**config.mk**
```make
export PLATFORM = sky130hd
export DESIGN_NAME = otn_overhead_status_codec
export DESIGN_NICKNAME = d
export VERILOG_FILES = /design/src/core/ohc_pkg.sv /design/src/core/ohc_status_byte.sv /design/src/core/otn_overhead_status_codec.sv
export VERILOG_INCLUDE_DIRS = /design/src /design/src/core
export SDC_FILE = /design/constraint.sdc
export NUM_CORES = 1
export LEC_CHECK = 0
export ABC_CLOCK_PERIOD_IN_PS = 4300
export BUFFER_PORTS_ARGS = -buffer_cell sky130_fd_sc_hd__buf_2
export CELL_PAD_IN_SITES_DETAIL_PLACEMENT = 0
export CELL_PAD_IN_SITES_GLOBAL_PLACEMENT = 1
export CORE_AREA = 2 2 300 302
export CTS_BUF_LIST = sky130_fd_sc_hd__clkbuf_16
export CTS_CLUSTER_SIZE = 28
export DETAILED_ROUTE_END_ITERATION = 6
export DIE_AREA = 0 0 302 304
export PLACE_DENSITY = 0.43
export SKIP_CTS_REPAIR_TIMING = 1
export SLEW_MARGIN = 20
export SYNTH_ARGS = -nofsm -noshare
export SYNTH_HDL_FRONTEND = slang
export SYNTH_SLANG_ARGS = --single-unit
```
**constraint.sdc**
```tcl
create_clock -name core_clk_i -period 4.3 [get_ports core_clk_i]
set_clock_uncertainty 0.05 [all_clocks]
set_input_delay 0.645 -clock core_clk_i [delete_from_list [all_inputs] [get_ports core_clk_i]]
set_output_delay 0.645 -clock core_clk_i [all_outputs]
set_load 0.01 [all_outputs]
```
**src/core/ohc_params.svh**
```systemverilog
// constants for the overhead status codec on the remote (host) side
// assumes inclusion by bare name from every design file that needs it
`ifndef OHC_PARAMS_SVH
`define OHC_PARAMS_SVH
`define OHC_BEI_MAX        4'h8
`define OHC_BIAE_CODE      4'hb
`define OHC_TTI_LEN        7'h40
`define OHC_TTI_OPER_START 6'h20
`define OHC_MF_LAST        8'hff
`define OHC_FTFL_LEN       8'h80
`define OHC_FTFL_OPER_LEN  8'h76
`define OHC_FTFL_CC_LEN    4'h3
`define OHC_FTFL_NSC_MAX   4'h6
`define OHC_FIF_NONE       8'h00
`define OHC_FIF_SF         8'h01
`define OHC_FIF_SD         8'h02
`define OHC_STAT_NO_SRC    3'h0
`define OHC_STAT_NO_IAE    3'h1
`define OHC_STAT_IAE       3'h2
`define OHC_STAT_LCK       3'h5
`define OHC_STAT_OCI       3'h6
`define OHC_STAT_AIS       3'h7
`define OHC_PM_STAT_NORMAL 3'h1
`define OHC_FIELDS         3'h7
`endif

```
**src/core/ohc_pkg.sv**
```systemverilog
// types shared by the overhead status codec files
// assumes ohc_params.svh is on the include path
package ohc_pkg;
  typedef enum logic [2:0] {
    STAT_NO_SRC = 3'h0,
    STAT_NO_IAE = 3'h1,
    STAT_IAE    = 3'h2,
    STAT_RES3   = 3'h3,
    STAT_RES4   = 3'h4,
    STAT_LCK    = 3'h5,
    STAT_OCI    = 3'h6,
    STAT_AIS    = 3'h7
  } stat_type;

  typedef enum logic [7:0] {
    FIF_NONE = 8'h00,
    FIF_SF   = 8'h01,
    FIF_SD   = 8'h02
  } fif_type;

  // decoded view of one status byte
  typedef struct packed {
    logic [3:0] bip_errors;
    logic       biae;
    logic       bdi;
    logic       iae;
    logic [2:0] stat;
  } status_type;

  // one overhead monitoring triplet as seen on the wire
  typedef struct packed {
    logic [7:0] tti;
    logic [7:0] bip8;
    logic [7:0] status;
  } triplet_type;

  typedef enum logic [1:0] {
    FT_FIF  = 2'b00,
    FT_OPID = 2'b01,
    FT_OPER = 2'b11
  } ftfl_state_type;
endpackage

```
**src/core/ohc_status_byte.sv**
```systemverilog
// status byte encoder/decoder for one SM, TCM or PM field
// assumes combinational use inside the codec; bit 1 of the byte is the msb
`timescale 1ns/1ps
`include "ohc_params.svh"
module ohc_status_byte
  import ohc_pkg::*;
#(
  parameter logic IS_SM  = 1'b0,
  parameter logic IS_PM  = 1'b0
) (
  input  wire logic [3:0] bei_i,
  input  wire logic       biae_i,
  input  wire logic       sf_i,
  input  wire logic       iae_i,
  input  wire logic [2:0] stat_i,
  output logic      [7:0] byte_o,
  input  wire logic [7:0] byte_i,
  output status_type      dec_o
);
  logic [3:0] bei_c;
  logic [3:0] rx_code;
  always_comb begin
    // counts above eight cannot be sent; saturate rather than alias
    bei_c = (bei_i > `OHC_BEI_MAX) ? `OHC_BEI_MAX : bei_i;
    byte_o[7:4] = (biae_i && !IS_PM) ? `OHC_BIAE_CODE : bei_c;
    byte_o[3] = sf_i;
    if (IS_SM) begin
      byte_o[2] = iae_i;
      byte_o[1:0] = 2'b00;
    end else begin
      byte_o[2:0] = stat_i;
    end
    rx_code = byte_i[7:4];
    dec_o.biae = !IS_PM && (rx_code == `OHC_BIAE_CODE);
    dec_o.bip_errors = (rx_code > `OHC_BEI_MAX) ? 4'h0 : rx_code;
    dec_o.bdi = byte_i[3];
    dec_o.iae = IS_SM ? byte_i[2] : 1'b0;
    dec_o.stat = IS_SM ? 3'h0 : byte_i[2:0];
  end
endmodule

```
**src/core/otn_overhead_status_codec.sv**
```systemverilog
// remote network element side of the overhead monitoring codec
// assumes one 50 MHz clock, frame_start_i once per OTU frame, inputs on this clock
//==============================================================
// Overview of operation
// - BEI code 0..8 gives error count; codes 9..15 read as zero.
// - code 1011 alone means BIAE and counts no errors.
// - each TCM is TTI, BIP-8, status: BEI/BIAE, BDI, STAT.
// - TCM STAT codes: none, no IAE, IAE, reserved, LCK, OCI, AIS.
// - TTI is 64 bytes, one per frame, multiframe aligned.
// - TTI holds SAPI, DAPI and a 32-byte operator part.
// - FTFL is forward and backward 128-byte fields.
// - fault indication 00 none, 01 SF, 02 SD, others reserved.
// - operator identifier starts with a three-character country code.
// - then a national segment code of one to six characters.
// - PM status: BEI only, BDI, STAT.
// - byte order in each field: TTI, BIP-8, status.
`timescale 1ns/1ps
`include "ohc_params.svh"
module otn_overhead_status_codec
  import ohc_pkg::*;
(
  input  wire logic              core_clk_i,
  input  wire logic              rst_n_i,
  input  wire logic              frame_start_i,
  // local transmit settings, index 0 = SM, 1..6 = TCM1..6, 7 = PM; TCM STAT index 0..5 = TCM1..6, PM BEI separate
  input  wire logic [6:0][3:0]   tx_bei_i,
  input  wire logic [6:0]        tx_biae_i,
  input  wire logic [7:0]        tx_sf_i,
  input  wire logic              tx_iae_i,
  input  wire logic [5:0][2:0]   tx_tcm_stat_i,
  input  wire logic [3:0]        tx_pm_bei_i,
  input  wire logic [7:0][7:0]   tx_bip8_i,
  input  wire logic [7:0]        tti_byte_i,
  output logic      [5:0]        tti_addr_o,
  input  wire logic [2:0][7:0]   tx_gcc_i,
  input  wire logic              tx_ftfl_fwd_i,
  input  wire logic [7:0]        tx_fif_i,
  input  wire logic [3:0]        tx_nsc_len_i,
  input  wire logic [7:0]        ftfl_src_byte_i,
  // transmit overhead toward the device
  output triplet_type [7:0]      ovh_tx_o,
  output logic      [2:0][7:0]   gcc_tx_o,
  output logic      [7:0]        ftfl_tx_o,
  output logic      [7:0]        ftfl_idx_o,
  output logic      [7:0]        mfas_o,
  // receive overhead from the device
  input  wire triplet_type [7:0] ovh_rx_i,
  input  wire logic [2:0][7:0]   gcc_rx_i,
  output status_type  [7:0]      rx_status_o,
  output logic      [7:0]        rx_tti_byte_o,
  output logic      [5:0]        rx_tti_addr_o,
  output logic      [2:0][7:0]   gcc_rx_o,
  output logic                   rx_valid_o
);
  //==============================================================
  // multiframe counter and ttI position
  logic [7:0] mf_q;
  logic [7:0] mf_d;
  always_comb begin
    mf_d = mf_q;
    if (frame_start_i) begin
      mf_d = (mf_q == `OHC_MF_LAST) ? 8'h00 : mf_q + 8'h01;
    end
  end
  always_ff @(posedge core_clk_i or negedge rst_n_i) begin
    if (!rst_n_i) begin
      mf_q <= 8'h00;
    end else begin
      mf_q <= mf_d;
    end
  end
  // the tti byte index is the low six bits of the multiframe count, so the
  // 64-byte message repeats four times per multiframe
  assign tti_addr_o = mf_q[5:0];

  //==============================================================
  // status byte codecs for SM, TCM1..6 and PM
  logic [7:0][7:0] st_tx;
  genvar g;
  generate
    for (g = 0; g < 8; g++) begin : g_st
      ohc_status_byte #(
        .IS_SM (g == 0),
        .IS_PM (g == 7)
      ) u_st (
        .bei_i  ((g == 7) ? tx_pm_bei_i : tx_bei_i[(g == 7) ? 0 : g]),
        .biae_i ((g == 7) ? 1'b0 : tx_biae_i[(g == 7) ? 0 : g]),
        .sf_i   (tx_sf_i[g]),
        .iae_i  (tx_iae_i),
        .stat_i ((g == 0) ? 3'h0 :
                 (g == 7) ? `OHC_PM_STAT_NORMAL : tx_tcm_stat_i[(g == 0) ? 0 : g - 1]),
        .byte_o (st_tx[g]),
        .byte_i (ovh_rx_i[g].status),
        .dec_o  (rx_status_o[g])
      );
    end
  endgenerate

  //==============================================================
  // FTFL message sequencer: FIF, country code, nsc, pad, operator area
  ftfl_state_type ft_q;
  ftfl_state_type ft_d;
  logic [7:0] fidx_q;
  logic [7:0] fidx_d;
  logic [7:0] fbyte_d;
  logic [7:0] fbyte_q;
  logic [7:0] opid_idx;
  always_comb begin
    ft_d = ft_q;
    fidx_d = fidx_q;
    fbyte_d = 8'h00;
    opid_idx = fidx_q - 8'h01;
    if (frame_start_i) begin
      fidx_d = (fidx_q == `OHC_FTFL_LEN - 8'h01) ? 8'h00 : fidx_q + 8'h01;
    end
    unique case (ft_q)
      FT_FIF: begin
        // reserved indications are never sent; fall back to no fault
        fbyte_d = (tx_fif_i > `OHC_FIF_SD) ? `OHC_FIF_NONE : tx_fif_i;
        if (frame_start_i) ft_d = FT_OPID;
      end
      FT_OPID: begin
        if (opid_idx < {4'h0, `OHC_FTFL_CC_LEN}) begin
          fbyte_d = ftfl_src_byte_i;
        end else if (opid_idx < {4'h0, `OHC_FTFL_CC_LEN} + {4'h0, tx_nsc_len_i}
                     && tx_nsc_len_i <= `OHC_FTFL_NSC_MAX) begin
          fbyte_d = ftfl_src_byte_i;
        end
        if (frame_start_i && fidx_q == `OHC_FTFL_LEN - `OHC_FTFL_OPER_LEN - 8'h01) begin
          ft_d = FT_OPER;
        end
      end
      FT_OPER: begin
        fbyte_d = ftfl_src_byte_i;
        if (frame_start_i && fidx_q == `OHC_FTFL_LEN - 8'h01) ft_d = FT_FIF;
      end
      default: ft_d = FT_FIF;
    endcase
  end
  always_ff @(posedge core_clk_i or negedge rst_n_i) begin
    if (!rst_n_i) begin
      ft_q <= FT_FIF;
      fidx_q <= 8'h00;
      fbyte_q <= 8'h00;
    end else begin
      ft_q <= ft_d;
      fidx_q <= fidx_d;
      fbyte_q <= fbyte_d;
    end
  end
  assign ftfl_idx_o = tx_ftfl_fwd_i ? fidx_q : fidx_q | `OHC_FTFL_LEN;
  assign ftfl_tx_o = fbyte_q;

  //==============================================================
  // output registers, loaded at frame start
  triplet_type [7:0] tx_q;
  triplet_type [7:0] tx_d;
  logic [2:0][7:0] gtx_q;
  logic [2:0][7:0] gtx_d;
  logic [2:0][7:0] grx_q;
  logic [2:0][7:0] grx_d;
  logic [7:0] rtti_q;
  logic [7:0] rtti_d;
  logic [5:0] raddr_q;
  logic [5:0] raddr_d;
  logic rval_q;
  logic rval_d;
  always_comb begin
    tx_d = tx_q;
    gtx_d = gtx_q;
    grx_d = grx_q;
    rtti_d = rtti_q;
    raddr_d = raddr_q;
    rval_d = 1'b0;
    if (frame_start_i) begin
      for (int i = 0; i < 8; i++) begin
        tx_d[i].tti = tti_byte_i;
        tx_d[i].bip8 = tx_bip8_i[i];
        tx_d[i].status = st_tx[i];
      end
      gtx_d = tx_gcc_i;
      grx_d = gcc_rx_i;
      rtti_d = ovh_rx_i[0].tti;
      raddr_d = mf_q[5:0];
      rval_d = 1'b1;
    end
  end
  always_ff @(posedge core_clk_i or negedge rst_n_i) begin
    if (!rst_n_i) begin
      tx_q <= '0;
      gtx_q <= '0;
      grx_q <= '0;
      rtti_q <= 8'h00;
      raddr_q <= 6'h00;
      rval_q <= 1'b0;
    end else begin
      tx_q <= tx_d;
      gtx_q <= gtx_d;
      grx_q <= grx_d;
      rtti_q <= rtti_d;
      raddr_q <= raddr_d;
      rval_q <= rval_d;
    end
  end
  assign ovh_tx_o = tx_q;
  assign gcc_tx_o = gtx_q;
  assign gcc_rx_o = grx_q;
  assign rx_tti_byte_o = rtti_q;
  assign rx_tti_addr_o = raddr_q;
  assign rx_valid_o = rval_q;
  assign mfas_o = mf_q;
endmodule

```
# Word-level counts from Yosys, hierarchy flattened
# Cells that the tools add are included.
[word_totals]
word_cells = 109
inputBits = 402
ff_bits = 221
output_inout_bits = 365
[classes]
order_cmp = 20
n_addsub = 4
reduce_logical = 5
eq_ne = 15
muxes = 35
[ops]
columns = ["op", "count"]
rows = [
  ["two-way mux 4 bit", 23],
  ["> comparator 4 bit, second input constant", 16],
  ["two-way mux 8 bit", 6],
  ["equality test 4 bit, second input constant", 7],
  ["one-hot mux 8 bit (3 select lines)", 1],
  ["adder 8 x 1 -> 8 bit, second input constant", 2],
  ["equality test 8 x 4 -> 1 bit, second input constant", 1],
  ["equality test 8 x 7 -> 1 bit, second input constant", 1],
  ["equality test 8 bit, second input constant", 1],
  ["> comparator 8 x 2 -> 1 bit, second input constant", 1],
  ["< comparator 8 x 2 -> 1 bit, second input constant", 1],
  ["< comparator 8 x 5 -> 1 bit", 1],
  ["subtractor 8 x 1 -> 8 bit, second input constant", 1],
  ["two-way mux 2 bit", 3],
  ["inequality test 2 bit, second input constant", 3],
  ["one-hot mux 2 bit (3 select lines)", 1],
  ["adder 2 x 4 -> 5 bit, first input constant", 1],
  ["less-or-equal comparator 4 x 3 -> 1 bit, second input constant", 1],
  ["logical AND 1 bit", 3],
  ["AND reduction 3 bit", 1],
  ["equality test 2 x 1 -> 1 bit, second input constant", 1],
  ["equality test 2 bit, second input constant", 1],
  ["zero test 2 bit", 1],
  ["two-way mux 1 bit", 1],
]

# Longest topological paths before layout
# Gate-level depths: netlist of the first run.
[logic_depth]
ltp_word = 6
ltp_mapped = 11
mapped_depth_nobuf = 10

# Cells and area by module
# Synthesis of the first run repeated with hierarchy kept, for this count alone.
[unflattened]
hier_cells = 823
area_unflattened_um2 = 10639.0
[modules_own_cells]
columns = ["module", "area_each_um2", "cells_each", "n_inst"]
rows = [
  ["otn_overhead_status_codec", 9435.3, 657, 1],
  ["ohc_status_byte (g_st[0].u_st ...)", 152.6, 21, 7],
  ["ohc_status_byte (g_st[7].u_st)", 135.1, 19, 1],
]

# Least setup slack after synthesis of the first run
# OpenSTA, ideal clock, no wires.
[synth_path]
kind = "register -> register"
start = "register fidx_q[0]"
end = "register fbyte_q[2], in the netlist ftfl_tx_o[2]"
arrival_time_ns = 2.297
setup_ns = 0.078
path_slack_ns = 1.875
stages_incl_launch_ff = 12
cell_sequence = "dfrtp_1 buf_2 inv_1 ha_1 nor3b_1 xor2_1 ha_1 o2111ai_1 a21oi_1 a211oi_2 o211ai_4 a21boi_1"
[synth_between]
elab_chain_cells = 6
word_cells_on_any_way = 7
cone_classes = "add/sub (1); order compare (2); mux (3); reduce/logical (1)"
[synth_lines]
columns = ["element", "line", "source"]
rows = [
  ["from (decl)", "otn_overhead_status_codec.sv:103", "logic [7:0] fidx_q;"],
  ["from (signal assigned)", "otn_overhead_status_codec.sv:147", "fidx_q <= fidx_d;"],
  ["subtractor 8 x 1 -> 8 bit *", "otn_overhead_status_codec.sv:112", "opid_idx = fidx_q - 8'h01;"],
  ["< comparator 8 x 5 -> 1 bit", "otn_overhead_status_codec.sv:125", "end else if (opid_idx < {4'h0, `OHC_FTFL_CC_LEN} + {4'h0, tx_nsc_len_i}"],
  ["logical AND 1 bit (no line)", "-", ""],
  ["two-way mux 8 bit", "otn_overhead_status_codec.sv:125", ""],
  ["two-way mux 8 bit *", "otn_overhead_status_codec.sv:123", "if (opid_idx < {4'h0, `OHC_FTFL_CC_LEN}) begin"],
  ["one-hot mux 8 bit (3 select lines) *", "otn_overhead_status_codec.sv:116", "unique case (ft_q)"],
  ["named net fbyte_d[2]", "otn_overhead_status_codec.sv:105", "logic [7:0] fbyte_d;"],
  ["to (signal assigned)", "otn_overhead_status_codec.sv:148", "fbyte_q <= fbyte_d;"],
  ["to (decl)", "otn_overhead_status_codec.sv:106", "logic [7:0] fbyte_q;"],
]
# Mark *: on every way through the listed nets, which the timed path passes. The rest lies on a longest branch.
# A chain may end at the register's enable or synchronous reset.

# Worst setup path after layout of the first run
[layout_path]
start = "register fidx_q[0]"
end = "register fbyte_q[6], in the netlist ftfl_tx_o[6]"
# Same word-level chain as after synthesis.

==> flow_metrics.env, run 1 <==
export IMPL_grt_overflow=0
export IMPL_powerDensity_nw_per_um2=460.4
export IMPL_io_pins=767
export IMPL_initial_core_util=0.1124
export IMPL_core_um2=89050
export IMPL_cts_clk_slew_worst_paths_ns=0.06
export IMPL_seq_power_share=0.401
export IMPL_clkPwrFrac=0.377
export IMPL_yosys_register_bits=221
export IMPL_crit_path_frequent_cell="ha_1"
export IMPL_nFillCells=10000
export IMPL_ff_latch_area_um2=5530
export IMPL_die_area_um2=91810
export IMPL_async_reset_ff_frac=1.000
export IMPL_synth_seq_area_share=0.5526
export IMPL_grtUsageMet3=0.03477
export IMPL_crit_type="flip-flop to flip-flop"
export IMPL_peakVddDrop_mv=0.2510
export IMPL_clkSinkCount=221
export IMPL_max_freq_mhz=350.2
export IMPL_dieWidth_um=302
export IMPL_syn_cell_area_um2=10010
export IMPL_grt_util_met1=0.08702
export IMPL_switching_power_uw=2109
export IMPL_power_internal_uw=4547
export IMPL_wl_mm=34.65
export IMPL_use_met2=0.1119
export IMPL_min_period_ns=2.855
export IMPL_cts_tree="done"
export IMPL_path_max_fanout=16
export IMPL_antenna_found_initial=9
export IMPL_netlist_instances=796
export IMPL_layout_drive_gt1_share=0.6051
export IMPL_worstMarginPinSlew_ns=0.7140
export IMPL_remaining_drc_errors=0
export IMPL_end_kind="flip-flop"
export IMPL_synthFlopType="dfrtp_1"
export IMPL_grt_max_degree=110
export IMPL_power_total_uw=6656
export IMPL_rr_worst_depth=10
export IMPL_combPwrFrac=0.222
export IMPL_post_dp_hpwl_mm=26.39
export IMPL_layout_common_cells="buf_2, dfrtp_1, mux2_2"
export IMPL_via_count=7691
export IMPL_clk_insertion_delay_late_ns=0.60
export IMPL_r2r_end="ftfl_tx_o[6]$_DFF_PN0_"
export IMPL_cp_slowest_stage_delay_ns=0.67
export IMPL_worstPathCellList="inv_1 > ha_1 > nor3b_1 > xor2_1 > ha_1 > o2111ai_1 > a21oi_1 > a211oi_2 > o211ai_4 > a21boi_1"
export IMPL_drt_iter0_markers=219
export IMPL_wl_per_cell_um=13.99
export IMPL_busiest_layer="met2"
export IMPL_critPathArrivalTime_ns=3.26
export IMPL_areaGrowthSynthToFinish_pct=44.47
export IMPL_crit_slowest_cell="dfrtp_1"
export IMPL_ys_warnings_count=0
export IMPL_rsz0062_at_grt="false"
export IMPL_fin_tns_setup_ns=0
export IMPL_r2r_start="fidx_q[0]$_DFFE_PN0P_"
export IMPL_required_ns=4.71
export IMPL_p_sw_frac=0.3168
export IMPL_start_kind="flip-flop"
export IMPL_synth_cell_types=46
export IMPL_numCtsBuffers=31
export IMPL_r2r_setup_slack_ns=1.44
export IMPL_finalCoreUtilization=0.1624
export IMPL_grt_pass1_vias=7842
export IMPL_hold_viol=0
export IMPL_ant_nets=0
export IMPL_avgSynthCellArea_um2=12.57
export IMPL_p_leak_uw=0.006783
export IMPL_h_tree_depth=1
export IMPL_cts_root_buf="clkbuf_16"
export IMPL_hp_class="primary input to asynchronous set/reset pin"
export IMPL_status="completed"
export IMPL_first_pass_iters=4
export IMPL_multi_input_area_um2=3416
export IMPL_rows=110
export IMPL_slew_headroom=0.5240
export IMPL_final_setup_viol_count=0
export IMPL_cap_violations=0
export IMPL_finalMaxSlewViolations=0
export IMPL_fin_nets=1684
export IMPL_io_buffers=569
export IMPL_period_share=0.6640
export IMPL_viasPerCell=3.105
export IMPL_synth_edf_count=0
export IMPL_clk_path_buf_depth=3
export IMPL_grt_usage=0.07240
export IMPL_gp_congestion=0.7314
export IMPL_final_common_cell="buf_2"
export IMPL_die_y_um=304
export IMPL_grt_pass1_wl_mm=50.76
==> cells in the mapped netlist (7+ instances only) <==
cell,instances,area [um2]
a21oi_1,39,195.2
nand3_1,10,50.05
nor2_1,38,142.6
and4b_1,7,70.07
nor2b_1,27,168.9
ha_1,11,137.6
nor4b_1,10,87.58
inv_1,25,93.84
mux2_2,164,1847
nand2_1,16,60.06
buf_2,27,135.1
buf_4,114,855.8
xnor2_1,8,70.07
dfrtp_1,221,5530
o21ai_0,15,75.07
==> routing by layer <==
metal / wire [um] / vias to the layer above
li1: - / 3589
met3: 3798 / 61
met5: 33 / -
met4: 1047 / 6
met2: 15520 / 343
met1: 14250 / 3692
==> logic make-up (layout without fill, tap and decap cells) <==
family | count (synthesis) | count (layout) | synth area share
other | 1 | 22 | 0.0003747
flip-flops | 221 | 221 | 0.5526
XOR/XNOR | 14 | 14 | 0.01225
multiplexers | 164 | 164 | 0.1845
AO/OA/AOI/OAI | 81 | 81 | 0.04963
AND/OR/NAND/NOR | 134 | 134 | 0.07551
buffers and inverters | 170 | 654 | 0.1114
adder cells (fa/ha/maj) | 11 | 11 | 0.01375
==> per-stage QoR <==
| step | worst slack, ns | hold WS [ns] | std cells | instance area, um2 |
|---|---|---|---|---|
| floorplan | 1.875 | 0.2994 | 810 | 10060 |
| global placement | 1.348 | 0.3964 | 2414 | 13460 |
| detailed placement | 1.352 | 0.4037 | 2414 | 13460 |
| CTS | 1.346 | -0.01881 | 2470 | 14440 |
| global route | 1.141 | 0.01712 | 2471 | 14440 |
| finish | 1.445 | 0.01224 | 2477 | 14460 |
==> power groups by stage <==
stage | clock network (uW) | logic, uW | registers [uW]
2_1_floorplan | 0 | 877 | 2730
3_3_place_gp | 0 | 1520 | 2700
3_5_place_dp | 0 | 1530 | 2710
4_1_cts | 2670 | 1530 | 2680
5_1_grt | 2750 | 1640 | 2730
6_report | 2510 | 1480 | 2670
==> state kept, by name, summed over array words and instances, names as in the netlist <==
register,cells
ovh_tx_o,132
gcc_rx_o,24
gcc_tx_o,24
fidx_q,8
ftfl_tx_o,8
mfas_o,8
rx_tti_byte_o,8
rx_tti_addr_o,6
ft_q,2
rx_valid_o,1
==> final cells by class <==
type | count | share of cell area
inverter | 25 | 0.006490
sequential | 221 | 0.3825
clock inverter | 25 | 0.01428
clock buffer | 31 | 0.05365
tap | 1176 | 0.1018
antenna | 7 | 0.001211
multi-input combinational | 419 | 0.2362
timing repair buffer | 573 | 0.2039
==> critical path: cells and delay by family (launching register included) <==
family / cells / cell delay [ns]
simple gates: 1 / 0.18
compound gates: 5 / 0.83
flops: 1 / 0.67
fa+ha+maj: 2 / 0.65
buf+inv: 1 / 0.16
xor+xnor: 1 / 0.17
==> how the worst max path moves through the flow <==
stage | startpoint | to | slack (ns) | cells past startpoint
after global placement | fidx_q[0]$_DFFE_PN0P_ | ftfl_tx_o[6]$_DFF_PN0_ | 1.35 | 10
after global routing | fidx_q[0]$_DFFE_PN0P_ | ftfl_tx_o[6]$_DFF_PN0_ | 1.14 | 10
after detailed placement | fidx_q[0]$_DFFE_PN0P_ | ftfl_tx_o[6]$_DFF_PN0_ | 1.35 | 10
final | fidx_q[0]$_DFFE_PN0P_ | ftfl_tx_o[6]$_DFF_PN0_ | 1.44 | 10
after CTS | fidx_q[0]$_DFFE_PN0P_ | ftfl_tx_o[6]$_DFF_PN0_ | 1.35 | 10
after floorplan | fidx_q[0]$_DFFE_PN0P_ | ftfl_tx_o[2]$_DFF_PN0_ | 1.88 | 11
No activity file was read; power rests on OpenSTA's default activity.
==> inputs of run 2 (changes only) <==
--- a/config.mk
+++ b/config.mk
@@ -6,16 +6,17 @@
 export SDC_FILE = /design/constraint.sdc
 export NUM_CORES = 1
 export LEC_CHECK = 0
-export ABC_CLOCK_PERIOD_IN_PS = 4300
+export ABC_AREA = 1
+export ABC_CLOCK_PERIOD_IN_PS = 2700
 export BUFFER_PORTS_ARGS = -buffer_cell sky130_fd_sc_hd__buf_2
 export CELL_PAD_IN_SITES_DETAIL_PLACEMENT = 0
 export CELL_PAD_IN_SITES_GLOBAL_PLACEMENT = 1
-export CORE_AREA = 2 2 300 302
+export CORE_AREA = 2 2 297 299
 export CTS_BUF_LIST = sky130_fd_sc_hd__clkbuf_16
 export CTS_CLUSTER_SIZE = 28
 export DETAILED_ROUTE_END_ITERATION = 6
-export DIE_AREA = 0 0 302 304
-export PLACE_DENSITY = 0.43
+export DIE_AREA = 0 0 299 301
+export PLACE_DENSITY = 0.45
 export SKIP_CTS_REPAIR_TIMING = 1
 export SLEW_MARGIN = 20
 export SYNTH_ARGS = -nofsm -noshare
==> constraint.sdc (replaced) <==
create_clock -name core_clk_i -period 2.7 [get_ports core_clk_i]
set_clock_uncertainty 0.05 [all_clocks]
set_input_delay 0.405 -clock core_clk_i [delete_from_list [all_inputs] [get_ports core_clk_i]]
set_output_delay 0.405 -clock core_clk_i [all_outputs]
set_load 0.01 [all_outputs]
==> flow_metrics.env, run 2 <==
export IMPL_via_count=9884
export IMPL_period_share=0.8331
export IMPL_hold_depth=3
export IMPL_hold_viol=1
export IMPL_ant_nets=0
export IMPL_die_area_um2=90000
export IMPL_grt_max_degree=93
export IMPL_syn_cell_area_um2=10140
export IMPL_worst_hold_slack_ns=-0.0002872
export IMPL_grt_overflow=0
export IMPL_synth_edf_count=0
export IMPL_path_max_fanout=7
export IMPL_async_reset_ff_frac=1.000
export IMPL_grt_pass1_vias=9412
export IMPL_switching_power_uw=3478
export IMPL_ff_latch_area_um2=5530
export IMPL_numCtsBuffers=31
export IMPL_gp_congestion=0.8161
export IMPL_r2r_setup_slack_ns=0.45
export IMPL_seq_power_share=0.386
export IMPL_final_common_cell="buf_2"
export IMPL_crit_type="flip-flop to flip-flop"
export IMPL_fin_nets=2267
export IMPL_power_internal_uw=7077
export IMPL_violations="hold timing"
export IMPL_synth_xor_area_share=0.01024
export IMPL_io_buffers=569
export IMPL_antenna_found_initial=6
export IMPL_clk_insertion_delay_late_ns=0.60
export IMPL_rows=108
export IMPL_clkPwrFrac=0.370
export IMPL_worstMarginPinSlew_ns=0.6563
export IMPL_synth_compound_area_frac=0.02764
export IMPL_powerDensity_nw_per_um2=645.9
export IMPL_post_dp_hpwl_mm=30.17
export IMPL_ys_top_cells_by_area="dfrtp_1, nand2_1, buf_4, nor2_1, inv_1"
export IMPL_nFillCells=9902
export IMPL_p_sw_frac=0.3295
export IMPL_first_pass_iters=4
export IMPL_io_pins=767
export IMPL_peakVddDrop_mv=0.4204
export IMPL_finalCoreUtilization=0.1890
export IMPL_synth_cell_types=38
export IMPL_min_period_ns=2.249
export IMPL_hp_class="primary input to flip-flop"
export IMPL_die_y_um=301
export IMPL_viasPerCell=3.257
export IMPL_worstPathCellList="inv_2 > ha_1 > xor2_1 > ha_1 > nand2_1 > inv_1 > nand2_1 > nand2_1 > nand2_1 > nand2_1 > nand2_1 > nand2_1 > nand2_2 > nand2_4 > nor2_2"
export IMPL_status="complete, but fails checks"
export IMPL_cp_slowest_stage_delay_ns=0.44
export IMPL_synthAdderAreaFrac=0.01357
export IMPL_start_kind="flip-flop"
export IMPL_areaGrowthSynthToFinish_pct=61.16
export IMPL_cts_tree="done"
export IMPL_synth_seq_area_share=0.5453
export IMPL_initial_core_util=0.1173
export IMPL_synth_area_leader_cell="dfrtp_1"
export IMPL_dieWidth_um=299
export IMPL_p_leak_uw=0.008863
export IMPL_h_tree_depth=1
export IMPL_cap_violations=0
export IMPL_path_buf_inv=2
export IMPL_crit_path_frequent_cell="nand2_1"
export IMPL_combPwrFrac=0.244
export IMPL_clkSinkCount=221
export IMPL_r2r_start="fidx_q[0]$_DFFE_PN0P_"
export IMPL_synth_top_area_share=0.5453
export IMPL_dp_cells=2802
export IMPL_yosysMostFrequentCell="nand2_1"
export IMPL_path_delay_family="simple AND/OR/NAND/NOR gates"
export IMPL_layout_drive_gt1_share=0.3474
export IMPL_ys_warnings_count=0
export IMPL_avgSynthCellArea_um2=8.416
export IMPL_stdcell_count=3035
export IMPL_rsz0062_at_grt="false"
export IMPL_yosys_register_bits=221
export IMPL_drt_iter0_markers=440
export IMPL_wl_per_cell_um=13.28
export IMPL_synthFlopType="dfrtp_1"
export IMPL_synthTopCellsByCount="nand2_1, dfrtp_1, buf_4"
export IMPL_crit_slowest_cell="dfrtp_1"
export IMPL_grt_pass1_wl_mm=58.22
export IMPL_clk_path_buf_depth=3
export IMPL_fin_tns_setup_ns=0
export IMPL_synthSimpleGateAreaFrac=0.2669
export IMPL_end_kind="flip-flop"
export IMPL_grt_usage=0.08283
export IMPL_critPathArrivalTime_ns=2.72
export IMPL_layout_common_cells="buf_2, nand2_1, dfrtp_1"
export IMPL_rr_worst_depth=15
export IMPL_min_delay_start="tx_bip8_i[7]"
export IMPL_core_um2=86480
export IMPL_worstSetupStartpoint="fidx_q[0]$_DFFE_PN0P_"
export IMPL_required_ns=3.17
export IMPL_netlist_instances=1205
export IMPL_synthMuxAreaShare=0
export IMPL_cts_clk_slew_worst_paths_ns=0.06
export IMPL_cts_root_buf="clkbuf_16"
export IMPL_max_freq_mhz=444.5
export IMPL_slew_headroom=0.5625
export IMPL_r2r_end="ftfl_tx_o[4]$_DFF_PN0_"
export IMPL_largest_reg_flops=132
export IMPL_remaining_drc_errors=0
export IMPL_multi_input_area_um2=3284
export IMPL_min_to="ovh_tx_o[15]$_DFFE_PN0P_"
export IMPL_finalMaxSlewViolations=0
export IMPL_final_setup_viol_count=0
export IMPL_synth_top_family_by_area="simple AND/OR/NAND/NOR gates"
export IMPL_power_total_uw=10560
export IMPL_wl_mm=40.31
==> run 2: layout make-up <==
class	instances	area share
multi-input combinational	760	0.2010
antenna	3	0.0004593
tap	1155	0.08842
timing repair buffer	760	0.2942
clock inverter	25	0.01141
sequential	221	0.3384
inverter	80	0.01868
clock buffer	31	0.04747
==> run 2: worst max-delay path by stage <==
stage	cells past startpoint	end	slack, ns
2_1_floorplan	15	ftfl_tx_o[2]$_DFF_PN0_	0.75
3_3_place_gp	15	ftfl_tx_o[4]$_DFF_PN0_	0.41
3_5_place_dp	15	ftfl_tx_o[4]$_DFF_PN0_	0.42
4_1_cts	15	ftfl_tx_o[4]$_DFF_PN0_	0.38
5_1_grt	15	ftfl_tx_o[6]$_DFF_PN0_	0.15
6_report	15	ftfl_tx_o[4]$_DFF_PN0_	0.45
==> run 2: layer usage <==
layer  part of all wire  GRT usage
met1               0.42     0.1014
met2               0.47     0.1357
met3              0.086    0.03139
met4              0.024    0.02250
met5            0.00067          0
==> run 2: logic make-up after synthesis <==
logic type	Yosys count
xor+xnor	11
buf+inv	238
other cells	1
flops	221
fa+ha+maj	11
simple gates	678
compound gates	45
==> run 2: through the flow <==
stage               worst slack (ns)  area [um2]
floorplan                     0.7507       10190
global placement              0.4094       13630
detailed placement            0.4155       13630
CTS                           0.3848       14590
global route                  0.1472       16340
finish                        0.4505       16340
==> run 2: power groups by stage <==
stage                     sequential (uW)  clock [uW]  combinational, uW
after floorplan                      4230           0               1360
after global placement               4120           0               2460
after detailed placement             4130           0               2450
after CTS                            4080        4130               2450
after global routing                 4140        4250               2910
final                                4070        3910               2570
==> run 2: worst reg2reg max path, cell delays in order (launching register included) <==
cell and delay (ns):
dfrtp_1 0.44, inv_2 0.17, ha_1 0.29, xor2_1 0.22, ha_1 0.26, nand2_1 0.06, inv_1 0.03, nand2_1 0.06
nand2_1 0.06, nand2_1 0.06, nand2_1 0.04, nand2_1 0.05, nand2_1 0.06, nand2_2 0.10, nand2_4 0.11, nor2_2 0.11
